File: config.mk
export PLATFORM = sky130hd
export DESIGN_NAME = ntm_mark_detector
export DESIGN_NICKNAME = d
export VERILOG_FILES = /design/src/ntm_pkg.sv /design/src/ntm_sync_edge.sv /design/src/ntm_tick_counter.sv /design/src/ntm_mark_detector.sv
export SDC_FILE = /design/constraint.sdc
export NUM_CORES = 1
export LEC_CHECK = 0
export BUFFER_PORTS_ARGS = -buffer_cell sky130_fd_sc_hd__buf_2
export CORE_ASPECT_RATIO = 1.25
export CORE_MARGIN = 1
export CORE_UTILIZATION = 45
export DETAILED_ROUTE_END_ITERATION = 10
export PLACE_DENSITY = 0.75
export SLEW_MARGIN = 20
export SYNTH_ARGS = -nofsm -noshare
export SYNTH_HDL_FRONTEND = slang
export SYNTH_SLANG_ARGS = --single-unit
File: constraint.sdc
create_clock -name clk_sys_i -period 2.12 [get_ports clk_sys_i]
set_clock_uncertainty 0.05 [all_clocks]
set_input_delay 0.106 -clock clk_sys_i [delete_from_list [all_inputs] [get_ports clk_sys_i]]
set_output_delay 0.106 -clock clk_sys_i [all_outputs]
set_load 0.01 [all_outputs]
File: src/ntm_pkg.sv
// Constants and register map for the tape mark detector
package ntm_pkg;
	// Counter widths
	localparam int NTM_CNT_W = 4;
	// Spacing counter preset for nine-track units
	localparam logic [3:0] NTM_SPACE_PRESET = 4'h6;
	// Lowest spacing count that qualifies a second character
	localparam logic [3:0] NTM_SPACE_LO = 4'hc;
	// Highest spacing count, also the counter's ceiling
	localparam logic [3:0] NTM_SPACE_HI = 4'hf;
	// Gap count that declares the mark
	localparam logic [3:0] NTM_GAP_MARK = 4'h8;
	// Register byte offsets
	localparam logic [3:0] NTM_OFS_CTRL = 4'h0;
	localparam logic [3:0] NTM_OFS_STATE = 4'h4;
	localparam logic [3:0] NTM_OFS_INT_STAT = 4'h8;
	localparam logic [3:0] NTM_OFS_INT_MASK = 4'hc;
	// Control field: detector enable
	localparam int NTM_CTRL_EN_BIT = 0;
	localparam logic NTM_CTRL_RESET = 1'b1;
	// State register fields
	localparam int NTM_ST_WIN_BIT = 0;
	localparam int NTM_ST_FIRST_BIT = 1;
	localparam int NTM_ST_SECOND_BIT = 2;
	localparam int NTM_ST_MARK_BIT = 3;
	localparam int NTM_ST_GAPEN_BIT = 4;
	localparam int NTM_ST_SPACE_LSB = 8;
	localparam int NTM_ST_GAP_LSB = 12;
	// Interrupt event bits
	localparam int NTM_EV_W = 2;
	localparam int NTM_EV_MARK_BIT = 0;
	localparam int NTM_EV_REJECT_BIT = 1;
	localparam logic [1:0] NTM_EV_RESET = 2'h0;
	// AXI responses
	localparam logic [1:0] NTM_RESP_OKAY = 2'h0;
	localparam logic [1:0] NTM_RESP_SLVERR = 2'h2;
endpackage

File: src/ntm_sync_edge.sv
// Two-stage synchroniser with level and edge outputs
module ntm_sync_edge
	import ntm_pkg::*;
(
	input wire logic clk_sys_i,
	input wire logic srst_i,
	input wire logic async_i,
	output logic level_o,
	output logic rise_o
);
	logic meta_q; // First stage, read only by the second
	logic sync_q; // Second stage
	logic prev_q; // Delayed copy for edge detection

	// Synchroniser chain and edge history
	always_ff @(posedge clk_sys_i)
	begin
		if (srst_i)
		begin
			meta_q <= 1'b0;
			sync_q <= 1'b0;
			prev_q <= 1'b0;
		end
		else
		begin
			meta_q <= async_i;
			sync_q <= meta_q;
			prev_q <= sync_q;
		end
	end

	// Level and one-cycle rising pulse
	assign level_o = sync_q;
	assign rise_o = sync_q & ~prev_q;
endmodule

File: src/ntm_tick_counter.sv
// Presettable saturating up-counter advanced by a tick
module ntm_tick_counter
	import ntm_pkg::*;
#(
	parameter int W = NTM_CNT_W
)
(
	input wire logic clk_sys_i,
	input wire logic srst_i,
	input wire logic load_i,
	input wire logic [W-1:0] load_val_i,
	input wire logic tick_i,
	output logic [W-1:0] count_o,
	output logic full_o
);
	logic [W-1:0] count_q; // Current count
	logic [W-1:0] count_d; // Next count

	// Load wins over counting; holds at all ones
	assign full_o = &count_q;
	assign count_d = load_i ? load_val_i :
		(tick_i && !full_o) ? count_q + 1'b1 : count_q;
	assign count_o = count_q;

	// Count register
	always_ff @(posedge clk_sys_i)
	begin
		if (srst_i)
			count_q <= '0;
		else
			count_q <= count_d;
	end
endmodule

File: src/ntm_mark_detector.sv
// Nine-track tape mark detector with AXI4-Lite registers
module ntm_mark_detector
	import ntm_pkg::*;
#(
	parameter logic [3:0] SPACE_PRESET = NTM_SPACE_PRESET
)
(
	input wire logic clk_sys_i,
	input wire logic srst_i,
	// Transport and timing inputs, asynchronous
	input wire logic char_strobe_i,
	input wire logic read_active_i,
	input wire logic write_timing_clock_i,
	input wire logic gap_count_clock_i,
	// Detector outputs
	output logic mark_detected_o,
	output logic gap_counter_enable_o,
	output logic irq_o,
	// AXI4-Lite slave
	input wire logic [3:0] s_axi_awaddr,
	input wire logic s_axi_awvalid,
	output logic s_axi_awready,
	input wire logic [31:0] s_axi_wdata,
	input wire logic [3:0] s_axi_wstrb,
	input wire logic s_axi_wvalid,
	output logic s_axi_wready,
	output logic [1:0] s_axi_bresp,
	output logic s_axi_bvalid,
	input wire logic s_axi_bready,
	input wire logic [3:0] s_axi_araddr,
	input wire logic s_axi_arvalid,
	output logic s_axi_arready,
	output logic [31:0] s_axi_rdata,
	output logic [1:0] s_axi_rresp,
	output logic s_axi_rvalid,
	input wire logic s_axi_rready
);
	// Synchronised inputs
	logic strobe; // One pulse per character
	logic read_lvl; // Read active level
	logic read_rise; // Start of a read operation
	logic wtc_tick; // Write timing clock edge
	logic gap_tick; // Gap count clock edge

	// Detector state
	logic mark_window_q;
	logic first_short_q;
	logic second_short_q;
	logic mark_detected_q;
	logic space_late_q; // Spacing counter ran past its ceiling
	logic [3:0] space_cnt;
	logic space_full;
	logic [3:0] gap_cnt;

	// Registers
	logic ctrl_en_q; // Detector enable
	logic [NTM_EV_W-1:0] int_stat_q;
	logic [NTM_EV_W-1:0] int_mask_q;

	// Input synchronisers
	ntm_sync_edge u_strobe (.clk_sys_i(clk_sys_i), .srst_i(srst_i),
		.async_i(char_strobe_i), .level_o(), .rise_o(strobe));
	ntm_sync_edge u_read (.clk_sys_i(clk_sys_i), .srst_i(srst_i),
		.async_i(read_active_i), .level_o(read_lvl), .rise_o(read_rise));
	ntm_sync_edge u_wtc (.clk_sys_i(clk_sys_i), .srst_i(srst_i),
		.async_i(write_timing_clock_i), .level_o(), .rise_o(wtc_tick));
	ntm_sync_edge u_gap (.clk_sys_i(clk_sys_i), .srst_i(srst_i),
		.async_i(gap_count_clock_i), .level_o(), .rise_o(gap_tick));

	// Decodes of the character sequence
	wire active = read_lvl & ctrl_en_q; // Detector may run
	wire no_char_seen = ~first_short_q & ~second_short_q;
	wire first_char = active & strobe & no_char_seen;
	wire space_ok = (space_cnt >= NTM_SPACE_LO) & ~space_late_q;
	wire second_char = active & strobe & first_short_q;
	wire second_good = second_char & space_ok;
	wire extra_char = active & strobe & second_short_q;
	wire gap_en = mark_window_q & ~first_short_q & second_short_q;
	wire gap_eight = gap_en & (gap_cnt == NTM_GAP_MARK);
	wire reject = (second_char & ~space_ok) | (extra_char & mark_window_q);

	// Spacing counter, preset by the first character
	ntm_tick_counter #(.W(NTM_CNT_W)) u_space (
		.clk_sys_i(clk_sys_i),
		.srst_i(srst_i),
		.load_i(~active | first_char),
		.load_val_i(SPACE_PRESET),
		.tick_i(first_short_q & wtc_tick),
		.count_o(space_cnt),
		.full_o(space_full)
	);

	// Gap counter, cleared by every character
	ntm_tick_counter #(.W(NTM_CNT_W)) u_gap_cnt (
		.clk_sys_i(clk_sys_i),
		.srst_i(srst_i),
		.load_i(strobe | ~active),
		.load_val_i('0),
		.tick_i(gap_en & gap_tick & ~strobe),
		.count_o(gap_cnt),
		.full_o()
	);

	// Short-record stages and mark window
	always_ff @(posedge clk_sys_i)
	begin
		if (srst_i || !active)
		begin
			// Reinitialised during the start-motion delay
			first_short_q <= 1'b0;
			second_short_q <= 1'b0;
			mark_window_q <= 1'b0;
			space_late_q <= 1'b0;
		end
		else
		begin
			if (first_char)
			begin
				mark_window_q <= 1'b1;
				first_short_q <= 1'b1;
			end
			else if (second_char)
			begin
				// Window kept only for a well-spaced second character
				first_short_q <= 1'b0;
				second_short_q <= 1'b1;
				mark_window_q <= space_ok;
			end
			else if (extra_char)
				mark_window_q <= 1'b0; // A third character is a record
			// Counter pinned at its ceiling and ticked again: too late
			if (first_short_q && space_full && wtc_tick)
				space_late_q <= 1'b1;
		end
	end

	// Mark flag: set by gap count eight, cleared when a read begins
	always_ff @(posedge clk_sys_i)
	begin
		if (srst_i)
			mark_detected_q <= 1'b0;
		else if (gap_eight)
			mark_detected_q <= 1'b1;
		else if (read_rise)
			mark_detected_q <= 1'b0;
	end

	assign mark_detected_o = mark_detected_q;
	assign gap_counter_enable_o = gap_en;

	// Bus handshake state
	logic aw_held_q; // Write address captured
	logic w_held_q; // Write data captured
	logic [3:0] awaddr_q;
	logic [31:0] wdata_q;
	logic [3:0] wstrb_q;
	logic bvalid_q;
	logic [1:0] bresp_q;
	logic rvalid_q;
	logic [1:0] rresp_q;
	logic [31:0] rdata_q;

	// Write path decodes
	assign s_axi_awready = ~aw_held_q & ~bvalid_q;
	assign s_axi_wready = ~w_held_q & ~bvalid_q;
	wire aw_take = s_axi_awvalid & s_axi_awready;
	wire w_take = s_axi_wvalid & s_axi_wready;
	wire aw_have = aw_held_q | aw_take;
	wire w_have = w_held_q | w_take;
	wire [3:0] wr_addr = aw_held_q ? awaddr_q : s_axi_awaddr;
	wire [31:0] wr_data = w_held_q ? wdata_q : s_axi_wdata;
	wire [3:0] wr_strb = w_held_q ? wstrb_q : s_axi_wstrb;
	wire wr_do = aw_have & w_have & ~bvalid_q;
	wire wr_lane0 = wr_do & wr_strb[0];
	wire wr_ctrl = wr_lane0 & (wr_addr == NTM_OFS_CTRL);
	wire wr_istat = wr_lane0 & (wr_addr == NTM_OFS_INT_STAT);
	wire wr_imask = wr_lane0 & (wr_addr == NTM_OFS_INT_MASK);
	wire wr_mapped = (wr_addr == NTM_OFS_CTRL) | (wr_addr == NTM_OFS_STATE)
		| (wr_addr == NTM_OFS_INT_STAT) | (wr_addr == NTM_OFS_INT_MASK);

	// Write channel capture and response
	always_ff @(posedge clk_sys_i)
	begin
		if (srst_i)
		begin
			aw_held_q <= 1'b0;
			w_held_q <= 1'b0;
			awaddr_q <= '0;
			wdata_q <= '0;
			wstrb_q <= '0;
			bvalid_q <= 1'b0;
			bresp_q <= NTM_RESP_OKAY;
		end
		else
		begin
			if (aw_take)
				awaddr_q <= s_axi_awaddr;
			if (w_take)
			begin
				wdata_q <= s_axi_wdata;
				wstrb_q <= s_axi_wstrb;
			end
			aw_held_q <= wr_do ? 1'b0 : aw_have;
			w_held_q <= wr_do ? 1'b0 : w_have;
			if (wr_do)
			begin
				bvalid_q <= 1'b1;
				bresp_q <= wr_mapped ? NTM_RESP_OKAY : NTM_RESP_SLVERR;
			end
			else if (s_axi_bready)
				bvalid_q <= 1'b0;
		end
	end

	assign s_axi_bvalid = bvalid_q;
	assign s_axi_bresp = bresp_q;

	// Event sources; a new event beats a same-cycle clear
	wire [NTM_EV_W-1:0] events = {reject, gap_eight & ~mark_detected_q};
	wire [NTM_EV_W-1:0] clr_mask = wr_istat ? wr_data[NTM_EV_W-1:0] : '0;

	// Control, mask and sticky status registers
	always_ff @(posedge clk_sys_i)
	begin
		if (srst_i)
		begin
			ctrl_en_q <= NTM_CTRL_RESET;
			int_stat_q <= NTM_EV_RESET;
			int_mask_q <= NTM_EV_RESET;
		end
		else
		begin
			if (wr_ctrl)
				ctrl_en_q <= wr_data[NTM_CTRL_EN_BIT];
			if (wr_imask)
				int_mask_q <= wr_data[NTM_EV_W-1:0];
			int_stat_q <= (int_stat_q & ~clr_mask) | events;
		end
	end

	assign irq_o = |(int_stat_q & int_mask_q);

	// Read data mux
	wire [31:0] state_word = {16'h0000, gap_cnt, space_cnt, 3'h0, gap_en,
		mark_detected_q, second_short_q, first_short_q, mark_window_q};
	wire rd_ctrl = s_axi_araddr == NTM_OFS_CTRL;
	wire rd_state = s_axi_araddr == NTM_OFS_STATE;
	wire rd_istat = s_axi_araddr == NTM_OFS_INT_STAT;
	wire rd_imask = s_axi_araddr == NTM_OFS_INT_MASK;
	wire rd_mapped = rd_ctrl | rd_state | rd_istat | rd_imask;
	wire [31:0] rd_word = rd_ctrl ? {31'h0, ctrl_en_q} :
		rd_state ? state_word :
		rd_istat ? {30'h0, int_stat_q} :
		rd_imask ? {30'h0, int_mask_q} : 32'h0;
	assign s_axi_arready = ~rvalid_q;
	wire ar_take = s_axi_arvalid & s_axi_arready;

	// Read channel
	always_ff @(posedge clk_sys_i)
	begin
		if (srst_i)
		begin
			rvalid_q <= 1'b0;
			rdata_q <= '0;
			rresp_q <= NTM_RESP_OKAY;
		end
		else if (ar_take)
		begin
			rvalid_q <= 1'b1;
			rdata_q <= rd_word;
			rresp_q <= rd_mapped ? NTM_RESP_OKAY : NTM_RESP_SLVERR;
		end
		else if (s_axi_rready)
			rvalid_q <= 1'b0;
	end

	assign s_axi_rvalid = rvalid_q;
	assign s_axi_rdata = rdata_q;
	assign s_axi_rresp = rresp_q;
endmodule

Yosys cells after proc, flatten, opt, wreduce, memory -nomap -nowiden
Index checks and enable logic that the tools add are counted.
- add/sub/neg operators: 2
- $lt $le $gt $ge: 1
- equality and inequality tests: 7
- muxes and demuxes: 23
- bitwise operators: 62
- reduce and logical (&&, ||, !) cells: 23
- operators with widths (cell ; number):
    16-bit 2-to-1 mux ; 2
    1-bit AND ; 31
    4-bit equality test, second input constant ; 5
    1-bit inverter ; 16
    1-bit 2-to-1 mux ; 12
    2-bit 2-to-1 mux ; 6
    1-bit bitwise OR ; 11
    2-bit nonzero test ; 5
    4-bit by 1-bit adder with 4-bit output, second input constant ; 2
    4-bit by 3-bit equality test with 1-bit output, second input constant ; 2
    4-bit logical NOT ; 2
    4-bit AND reduction ; 2
    2-bit OR reduction ; 4
    3-bit 2-to-1 mux ; 2
    2-bit AND ; 2
    4-bit greater-or-equal comparator, second input constant ; 1
    1-bit logical AND ; 4
    4-bit 2-to-1 mux ; 1
    1-bit logical NOT ; 3
    3-bit nonzero test ; 1
    2-bit inverter ; 1
    2-bit bitwise OR ; 1
    2-bit AND reduction ; 1
    1-bit logical OR ; 1
- register bits: 77
- output and inout bits: 44
- logic and storage cells: 151

Depth between registers and ports, before layout
Gate-level depths: netlist (run 1).
- depth in word-level cells: 12
- depth in mapped cells: 6
- depth with buffers taken out: 5

Modules after synthesis
Synthesis (run 1) repeated with hierarchy kept, for this count alone.
- cells, all modules: 269
- area, all modules: 2517.4 µm²
- modules (own cells, without submodules) (module ; times used ; cells each ; area each (µm²) ; sequential area each (µm²)):
    ntm_mark_detector ; 1 ; 189 ; 1724.2 ; 720.7
    ntm_tick_counter ; 2 ; 26 ; 221.5 ; 80.1
    ntm_sync_edge ; 4 ; 7 ; 87.6 ; 60.1

Worst setup path before layout (run 1)
Ideal clock, no wire load.
- path type: flip-flop to flip-flop
- from: register first_short_q
- to: register u_gap_cnt.count_q[3] (netlist: u_gap_cnt.count_o[3])
- arrival time: 1.313 ns
- data required time: 1.999 ns
- setup slack: 0.686 ns
- stages on the path, launching flop included: 6
- path buffers: 1
- period minus slack after synthesis: 1.434 ns
- cell sequence: dfxtp_1 -> buf_2 -> and3b_2 -> nand4_4 -> or3_1 -> a21oi_1
- word-level cells in the longest chain between the ends: 6
- ends and longest elaborated chain (item ; line ; source):
    start, declared ; ntm_mark_detector.sv:47 ; logic first_short_q;
    start signal, assigned ; ntm_mark_detector.sv:110 ; first_short_q <= 1'b0;
    start signal, assigned ; ntm_mark_detector.sv:120 ; first_short_q <= 1'b1;
    start signal, assigned ; ntm_mark_detector.sv:125 ; first_short_q <= 1'b0;
    1-bit inverter ; ntm_mark_detector.sv:78 ; wire gap_en = mark_window_q & ~first_short_q & second_short_q;
    1-bit AND (2 in a row) ; ntm_mark_detector.sv:78 ;
    via gap_counter_enable_o ; ntm_mark_detector.sv:17 ; output logic gap_counter_enable_o,
    1-bit AND (2 in a row) ; ntm_mark_detector.sv:99 ; .tick_i(gap_en & gap_tick & ~strobe),
    1-bit logical AND ; ntm_tick_counter.sv:22 ; (tick_i && !full_o) ? count_q + 1'b1 : count_q;
    end signal, assigned ; ntm_tick_counter.sv:31 ; count_q <= count_d;
    end, declared ; ntm_tick_counter.sv:16 ; logic [W-1:0] count_q;
The timed path passes the listed nets, and every way through them passes these cells.
A chain may end at the register's enable or synchronous reset.

Worst setup path in the final report (run 1)
- from: register aw_held_q
- to: register int_mask_q[0]
- word-level cells in the longest chain between the ends: 8
- ends and longest elaborated chain (item ; line ; source):
    start, declared ; ntm_mark_detector.sv:152 ; logic aw_held_q;
    start signal, assigned ; ntm_mark_detector.sv:203 ; aw_held_q <= wr_do ? 1'b0 : aw_have;
    1-bit inverter ; ntm_mark_detector.sv:164 ; assign s_axi_awready = ~aw_held_q & ~bvalid_q;
    1-bit AND ; ntm_mark_detector.sv:164 ;
    1-bit AND ; ntm_mark_detector.sv:166 ; wire aw_take = s_axi_awvalid & s_axi_awready;
    1-bit bitwise OR ; ntm_mark_detector.sv:168 ; wire aw_have = aw_held_q | aw_take;
    1-bit AND (2 in a row) ; ntm_mark_detector.sv:173 ; wire wr_do = aw_have & w_have & ~bvalid_q;
    1-bit AND ; ntm_mark_detector.sv:174 ; wire wr_lane0 = wr_do & wr_strb[0];
    1-bit AND (*) ; ntm_mark_detector.sv:177 ; wire wr_imask = wr_lane0 & (wr_addr == NTM_OFS_INT_MASK);
    end signal, assigned ; ntm_mark_detector.sv:236 ; int_mask_q <= wr_data[NTM_EV_W-1:0];
    end, declared ; ntm_mark_detector.sv:58 ; logic [NTM_EV_W-1:0] int_mask_q;
Every way passes the cells marked *; elsewhere a longest branch is shown, timed or not.

==> results.py, run 1 <==
metrics = {
    "placed_design": {
        "place_ws_ps": 504,
        "hpwl_um": 3330,
        "place.port_buffers": 44,
        "gp_congestion": 0.749,
        "placed_area_um2": 2650,
    },
    "timing": {
        "slew_viol_final": 0,
        "period_needed_ps": 1650,
        "hold_viol": 0,
        "fin_crit_sh": 0.778,
        "slew_headroom": 0.648,
        "fin_ws_ps": 471,
        "max_freq_mhz": 606,
        "rsz0062_at_grt": "no",
        "fin_tns_setup_ps": 0,
        "setup_viol": 0,
        "whs_ps": 6.82,
        "tightest_slew_ps": 528,
    },
    "route": {
        "wirelength_um": 4580,
        "ant_nets": 0,
        "firstDrtPassIters": 4,
        "vias_per_cell": 4.97,
        "wire_per_inst_um": 11.8,
        "drtIter0Drc": 84,
        "vias": 1922,
        "drc": 0,
    },
    "yosys": {
        "ys_ff_latch": 56,
        "synth_top_area_share": 0.453,
        "synth_most_common_cell": "dfxtp_1",
        "netlist_area_um2": 2480,
        "synth-main-ff-cell": "dfxtp_1",
        "synth_warnings": 0,
        "async_reset_ff_frac": 0,
        "avgSynthCellArea_um2": 9.04,
        "syn_inst": 274,
        "synth_cell_types": 44,
        "synth_edf_count": 0,
        "synthTopCellsByArea": "dfxtp_1, buf_4, mux2i_1",
        "synth_top_area_cell": "dfxtp_1",
        "ys_seq_area_frac": 0.453,
        "synth_common_cells": "dfxtp_1, nor2_1, a21oi_1",
    },
    "worst_setup_path": {
        "critPathMaxStageDelay_ps": 510,
        "cp-start-kind": "flop",
        "crit_required_ps": 2320,
        "worst_path_max_delay_cell": "dfxtp_1",
        "worstSetupEndpointType": "flop",
        "cp_max_fo": 8,
        "path_cells": "nor3b_4, o2111ai_4, or3_1, a21oi_1",
        "path_buf_inv": 0,
        "critPathTopFamily": "simple AND/OR/NAND/NOR gates",
        "arrival_ps": 1850,
        "criticalPathCategory": "reg -> reg",
    },
    "power": {
        "clock_power_share": 0.339,
        "powerDensity_nw_per_um2": 707,
        "power_frac_seq": 0.551,
        "comb_power_share": 0.110,
        "ir_drop_uv": 533,
        "p_int_mw": 1.53,
        "p_sw_mw": 0.491,
        "p_leak_nw": 1.18,
        "sw_frac_of_total": 0.242,
    },
    "cts": {
        "clk_latency_ps": 310,
        "cts_setup_buffers": 0,
        "cts.sinks": 56,
        "cts_inserted_buffers": 5,
        "cts_tree": "done",
        "cts_resized": 0,
        "clockBufferDepth": 2,
        "hold_buffers": 10,
        "cts_root_buffer": "clkbuf_8",
        "cts-htree-levels": 2,
        "clk_pin_slew_ps": 100,
    },
    "grt": {
        "grt_max_degree": 32,
        "grt_pass1_wl_um": 7850,
        "grt_pass1_vias": 1825,
        "grtUsageTotal": 0.178,
        "antenna_found_initial": 0,
        "overflow": 0,
    },
    "cells_and_area": {
        "n_antenna_cell": 0,
        "drive_gt1_frac": 0.197,
        "finish.utilization": 0.552,
        "design_area_um2": 2860,
        "fin_nets": 382,
        "syn2layout_area_growth_pct": 15.6,
    },
    "floorplan": {
        "die_height_um": 84.9,
        "rows": 29,
        "die_area_um2": 5800,
        "fp.dieW_um": 68.3,
        "initial_core_util": 0.477,
        "coreArea_um2": 5190,
        "ios": 99,
    },
    "hold_path": {
        "hold_path.class": "in -> reg",
    },
    "run": {
        "drv_cap": 0,
    },
    "status": {
        "status": "finished clean",
    },
}
-- area by class of cell --
type | count | area [µm²]
multi-input cells | 195 | 1180
flip-flops and latches | 56 | 1120
inverters | 9 | 33.8
clock inverters | 3 | 42.5
fillers | 502 | 2330
well taps | 62 | 77.6
clock buffers | 5 | 68.8
repair buffers | 57 | 343
-- logic make-up after synthesis --
kind of cell / count (synthesis) / synth area share
adder cells (fa/ha/maj): 3 / 0.0152
buffers and inverters: 43 / 0.103
AO/OA/AOI/OAI: 43 / 0.108
XOR/XNOR: 3 / 0.0106
multiplexers: 18 / 0.0783
other: 1 / 0.00151
flip-flops: 56 / 0.453
AND/OR/NAND/NOR: 107 / 0.231
-- layer usage --
layer | vias up | global-route usage | wire (µm)
met3 | 9 | 0.0484 | 189
met2 | 45 | 0.302 | 2330
met4 | 0 | 0.0739 | 80
met5 | - | 0 | 0
met1 | 882 | 0.205 | 1980
li1 | 986 | - | -
-- placed cells by master (no fill, tap or decap), types with 2 or more instances in the layout --
master          n
buf_4           3
nor2_1         28
o31ai_1         2
nand2b_1        5
ha_1            3
conb_1         21
o21ai_0         8
nor2b_1        13
nand2_1        17
nor3_1          8
dfxtp_1        56
nand4b_1        2
inv_1           9
or3_1           4
buf_2          44
dlygate4sd3_1  10
clkbuf_8        5
nand3_1        16
or2_2           2
and2_1          3
a21oi_1        24
mux2i_1        16
xor2_1          2
a22oi_1         2
-- final timing paths --
kind / end / cells after the start / startpoint / slack, ps
hold / removal: wdata_q[1] / 3 / s_axi_wdata[1] / 7
setup reg to reg: int_mask_q[0] / 4 / aw_held_q / 470
hold reg to reg: u_read.level_o / 1 / u_read.meta_q / 390
setup / recovery: int_mask_q[0] / 4 / aw_held_q / 470
-- through the flow --
step                std cells  power [mW]
floorplan                 294        1.32
global placement          369        1.34
detailed placement        369        1.35
CTS                       387        2.05
global route              387        2.13
finish                    387        2.02
-- state kept, by name, summed over array words and instances (netlist names), 2 cells and up --
signal / flops
int_mask_q: 2
awaddr_q: 4
u_gap_cnt.count_o: 4
wdata_q: 2
int_stat_q: 2
s_axi_rdata: 13
u_space.count_o: 4
-- power by group through the flow --
stage | combinational [mW] | clock, mW | sequential, mW
floorplan | 0.189 | 0 | 1.13
detailed placement | 0.210 | 0 | 1.14
finish | 0.222 | 0.687 | 1.11
global route | 0.253 | 0.752 | 1.12
CTS | 0.225 | 0.709 | 1.12
global placement | 0.207 | 0 | 1.14
-- worst min-delay path: stages --
cell and delay (ps):
buf_2 90, mux2i_1 60, nor2_1 80
No activity file was read; power rests on OpenSTA's default activity.
==> run 2: changes to the inputs <==
CORE_UTILIZATION = 43   (was 45)
clock period = 1.4 ns   (was 2.12 ns; I/O delays follow)
==> run 2 against run 1 <==
The run now ends with setup timing left. Critical path type unchanged. Sequential share of layout area shrank 2.0 points. Core utilization grew 0.22 points. Largest power group unchanged. Combinational power grew 69%. Clock power grew 35%. Power grew 48%. Clock-buffer cell count grew 1.
==> results.py, run 2 (synthesis results as in run 1) <==
metrics = {
    "worst_setup_path": {
        "crit_required_ps": 1600,
        "cp_max_fo": 8,
        "ff2ff_path_depth": 4,
        "cp-start-kind": "flop",
        "worst_path_max_delay_cell": "dfxtp_4",
        "worstSetupEndpointType": "flop",
        "path_cells": "nor3_2, o2111ai_4, or3_1, a21oi_1",
        "arrival_ps": 1610,
        "criticalPathCategory": "reg -> reg",
        "critPathMaxStageDelay_ps": 380,
    },
    "grt": {
        "grt_pass1_wl_um": 8540,
        "met2_usage": 0.337,
        "grt_util_met1": 0.186,
        "busiest_layer": "met2",
        "use_met3": 0.0442,
        "grt_max_degree": 28,
        "grt_pass1_vias": 1982,
        "grtUsageTotal": 0.174,
        "overflow": 0,
        "antenna_found_initial": 0,
    },
    "cells_and_area": {
        "multi_input_area_um2": 1200,
        "n_antenna_cell": 0,
        "stdcell_count": 409,
        "fin_nets": 402,
        "num-fill-cells": 518,
        "final_cell_mix": "dfxtp_1, buf_2, nor2_1",
        "largest_reg_flops": 13,
        "layout_commonest_cell": "dfxtp_1",
        "syn2layout_area_growth_pct": 22.6,
        "drive_gt1_frac": 0.261,
        "finish.utilization": 0.554,
        "regArea_um2": 1130,
    },
    "cts": {
        "cts-htree-levels": 2,
        "cts_root_buffer": "clkbuf_8",
        "cts_tree": "done",
        "cts_inserted_buffers": 5,
        "clockBufferDepth": 2,
        "clk_latency_ps": 310,
        "clk_pin_slew_ps": 100,
        "cts.sinks": 56,
    },
    "status": {
        "status": "finished, violations left",
        "violations": "setup timing",
    },
    "route": {
        "vias_per_cell": 4.97,
        "wire_per_inst_um": 11.9,
        "drtIter0Drc": 101,
        "firstDrtPassIters": 4,
        "ant_nets": 0,
        "vias": 2032,
        "drc": 0,
        "wirelength_um": 4870,
    },
    "timing": {
        "fin_tns_setup_ps": -18.7,
        "fin_ws_ps": -11.9,
        "slew_viol_final": 0,
        "max_freq_mhz": 708,
        "hold_viol": 0,
        "whs_ps": 6.95,
        "setup_viol": 2,
        "fin_crit_sh": 1.01,
        "period_needed_ps": 1410,
        "rsz0062_at_grt": "yes",
    },
    "placed_design": {
        "place.port_buffers": 44,
        "hpwl_um": 3620,
        "placed_cells": 384,
        "gp_congestion": 0.788,
    },
    "power": {
        "p_leak_nw": 1.28,
        "power_mw": 2.99,
        "ir_drop_uv": 702,
        "powerDensity_nw_per_um2": 985,
    },
    "floorplan": {
        "initial_core_util": 0.452,
        "rows": 30,
        "die_height_um": 86.8,
        "coreArea_um2": 5480,
        "die_area_um2": 6070,
        "fp.dieW_um": 69.9,
        "ios": 99,
    },
    "run": {
        "drv_cap": 0,
    },
    "hold_path": {
        "hold_path.class": "in -> reg",
        "whs_path_depth": 3,
    },
}
[run 2: changes by cell type in the layout (fill, tap and decap cells not counted), moves of 2 or more]
| cell | change |
|---|---|
| dfxtp_1 | -3 |
| dlygate4sd3_1 | +2 |
| dfxtp_2 | +2 |
| buf_4 | +18 |
[run 2: report_power, final]
| part | switching [mW] | internal (mW) | leakage [nW] | total, mW |
|---|---|---|---|---|
| clock | 0.524 | 0.406 | 0.0516 | 0.930 |
| combinational | 0.199 | 0.175 | 0.770 | 0.375 |
| sequential | 0.0403 | 1.65 | 0.458 | 1.69 |
| total | 0.764 | 2.23 | 1.28 | 2.99 |
[run 2: layout make-up]
type	instances	area share
clock inverter	2	0.00453
clock buffer	6	0.0272
tap	64	0.0264
multi-input combinational	195	0.395
sequential	56	0.371
timing repair buffer	77	0.164
inverter	9	0.0111
[run 2: path summary, 6_finish.rpt]
check	end	slack, ps	from
worst max register to register	int_mask_q[0]	-10	aw_held_q
worst max-delay path	int_mask_q[0]	-10	aw_held_q
worst min-delay path	awaddr_q[0]	7	s_axi_awaddr[0]
worst min register to register	u_gap.level_o	400	u_gap.meta_q
[run 2: critical path: cells and delay by family, from the launching register on]
family          cells  cell delay [ps]
flops               1              380
simple gates        2              580
compound gates      2              340
[run 2: stage by stage]
step                      instance area (µm²)  setup slack (ps)
after floorplan                          2550              5.21
after global placement                   2750             -59.7
after detailed placement                 2750              -136
after CTS                                2990              2.95
after global routing                     3040             -96.7
final                                    3040             -11.9
[run 2: routing by layer]
layer	wire length [µm]	share of wire	vias to the layer above
met5	0	0	-
met4	43	0.0088	0
met3	226	0.046	5
met2	2640	0.54	55
met1	1960	0.40	943
li1	-	-	1029
[run 2: what timing repair did]
item                                    4_1_cts  5_1_grt
pin swaps                                     0        4
hold endpoints to repair                     12        0
hold buffers                                 12        0
buffers inserted                              1        4
endpoints found under the setup margin        7        7
resized for setup                             3        7
==> run 3: changes to the inputs <==
CORE_UTILIZATION = 45   (was 43)
CTS_BUF_LIST = sky130_fd_sc_hd__clkbuf_4   (was default)
CTS_CLUSTER_SIZE = 40   (was default)
PLACE_DENSITY = 0.78   (was 0.75)
==> run 3 against run 2 <==
The flow still finishes with violations (setup timing). Global-route usage up 0.081 points. Clock-buffer cell count up 1. Core utilization up 3.5 points. Fmax down 1.3%. Combinational power up 4%. Wire length down 1.7%. Power down 7.2%. Clock power down 25%. Final area up 0.66%. Critical endpoint is now int_mask_q[1]. Highest routed layer unchanged.
==> results.py, run 3 (synthesis results as in run 1) <==
metrics = {
    "worst_setup_path": {
        "r2r_end": "int_mask_q[1]",
        "worst_path_max_delay_cell": "dfxtp_4",
        "worstSetupEndpointType": "flop",
        "crit_required_ps": 1670,
        "cp_max_fo": 8,
        "cp-start-kind": "flop",
        "ff2ff_path_depth": 4,
        "arrival_ps": 1690,
        "critPathMaxStageDelay_ps": 420,
        "reg2reg_from": "aw_held_q",
        "path_cells": "nor3b_4, o2111ai_4, or3_1, a21oi_1",
        "critPathTopFamily": "simple AND/OR/NAND/NOR gates",
        "path_buf_inv": 0,
        "r2r_slack_ps": -30,
        "criticalPathCategory": "reg -> reg",
    },
    "route": {
        "drtIter0Drc": 94,
        "wire_per_inst_um": 11.6,
        "wirelength_um": 4790,
        "vias": 2047,
        "drc": 0,
        "ant_nets": 0,
        "firstDrtPassIters": 4,
        "vias_per_cell": 4.97,
    },
    "timing": {
        "period_needed_ps": 1430,
        "rsz0062_at_grt": "yes",
        "slew_viol_final": 0,
        "hold_viol": 0,
        "max_freq_mhz": 699,
        "whs_ps": 76.3,
        "fin_ws_ps": -29.9,
        "fin_crit_sh": 1.02,
        "fin_tns_setup_ps": -45.9,
        "setup_viol": 2,
    },
    "cells_and_area": {
        "n_antenna_cell": 0,
        "design_area_um2": 3060,
        "layout_commonest_cell": "dfxtp_1",
        "syn2layout_area_growth_pct": 23.4,
        "fin_nets": 407,
        "final_cell_mix": "dfxtp_1, buf_2, nor2_1",
        "largest_reg_flops": 13,
        "finish.utilization": 0.589,
        "drive_gt1_frac": 0.249,
    },
    "hold_path": {
        "whs_path_depth": 5,
        "hold_end": "s_axi_rdata[1]",
        "hold_path.class": "in -> reg",
        "hold_start": "s_axi_araddr[2]",
    },
    "run": {
        "drv_cap": 0,
    },
    "grt": {
        "grtUsageTotal": 0.174,
        "antenna_found_initial": 0,
        "grt_max_degree": 36,
        "overflow": 0,
        "grt_pass1_vias": 1779,
        "grt_pass1_wl_um": 7730,
    },
    "power": {
        "power_mw": 2.78,
        "power_frac_seq": 0.607,
        "comb_power_share": 0.141,
        "clock_power_share": 0.252,
        "ir_drop_uv": 699,
        "sw_frac_of_total": 0.255,
        "p_sw_mw": 0.708,
        "powerDensity_nw_per_um2": 909,
        "p_leak_nw": 1.29,
        "p_int_mw": 2.07,
    },
    "floorplan": {
        "coreArea_um2": 5190,
        "ios": 99,
        "fp.dieW_um": 68.3,
        "die_area_um2": 5800,
        "initial_core_util": 0.477,
        "die_height_um": 84.9,
        "rows": 29,
    },
    "cts": {
        "clockBufferDepth": 2,
        "cts_inserted_buffers": 5,
        "cts_root_buffer": "clkbuf_4",
        "clk_latency_ps": 380,
        "cts-htree-levels": 2,
        "cts.sinks": 56,
        "clk_pin_slew_ps": 140,
        "cts_tree": "done",
    },
    "placed_design": {
        "placed_area_um2": 2760,
        "hpwl_um": 3490,
        "place.port_buffers": 44,
        "gp_congestion": 0.794,
    },
    "status": {
        "violations": "setup timing",
        "status": "finished, violations left",
    },
}
## run 3: cell count changes in the layout (fill, tap and decap cells not counted), moves of 2 or more
cell / change
buf_4: -2
dlygate4sd3_1: +6
clkbuf_8: -6
clkbuf_4: +7
## run 3: worst max path at each step
stage | from | cells past startpoint | end | slack, ps
after CTS | aw_held_q | 4 | int_mask_q[1] | -10
after detailed placement | aw_held_q | 4 | int_mask_q[1] | -140
after floorplan | first_short_q | 5 | u_gap_cnt.count_o[3] | 5
after global placement | aw_held_q | 4 | int_mask_q[1] | -60
after global routing | aw_held_q | 4 | int_mask_q[1] | -120
final | aw_held_q | 4 | int_mask_q[1] | -30
## run 3: through the flow
step	std cells	worst slack (ps)
floorplan	294	5.21
global placement	381	-58.7
detailed placement	381	-137
CTS	408	-11.3
global route	412	-120
finish	412	-29.9
## run 3: cell type report
type                            instances  area [µm²]
Multi-Input combinational cell        195        1200
Sequential cell                        56        1130
Inverter                                9        33.8
Timing Repair Buffer                   82         563
Clock buffer                            7        52.6
Clock inverter                          1        3.75
Fill cell                             465        2130
Tap cell                               62        77.6
## run 3: what timing repair did
item	in CTS	in global routing
setup buffers	1	4
endpoints found under the setup margin	7	9
gates resized for setup	3	7
endpoints found under the hold margin	16	0
hold buffers	18	0
pin swaps	0	3
## run 3: power groups by stage
stage / registers, mW / logic, mW / clock network [mW]
2_1_floorplan: 1.71 / 0.290 / 0
6_report: 1.69 / 0.391 / 0.699
4_1_cts: 1.69 / 0.390 / 0.722
3_5_place_dp: 1.72 / 0.347 / 0
5_1_grt: 1.69 / 0.432 / 0.782
3_3_place_gp: 1.72 / 0.341 / 0
## run 3: worst reg2reg max path, delay by kind of cell (launching register included)
kind | cells | cell delay (ps)
compound gates | 2 | 300
flops | 1 | 420
simple gates | 2 | 610
## run 3: metal layers
metal  share of wire  vias to the layer above  global-route usage
met5               0                        -                   0
met4           0.014                        0              0.0625
met3           0.036                        7              0.0403
met2            0.52                       54               0.306
met1            0.43                      950               0.199
li1                -                     1036                   -
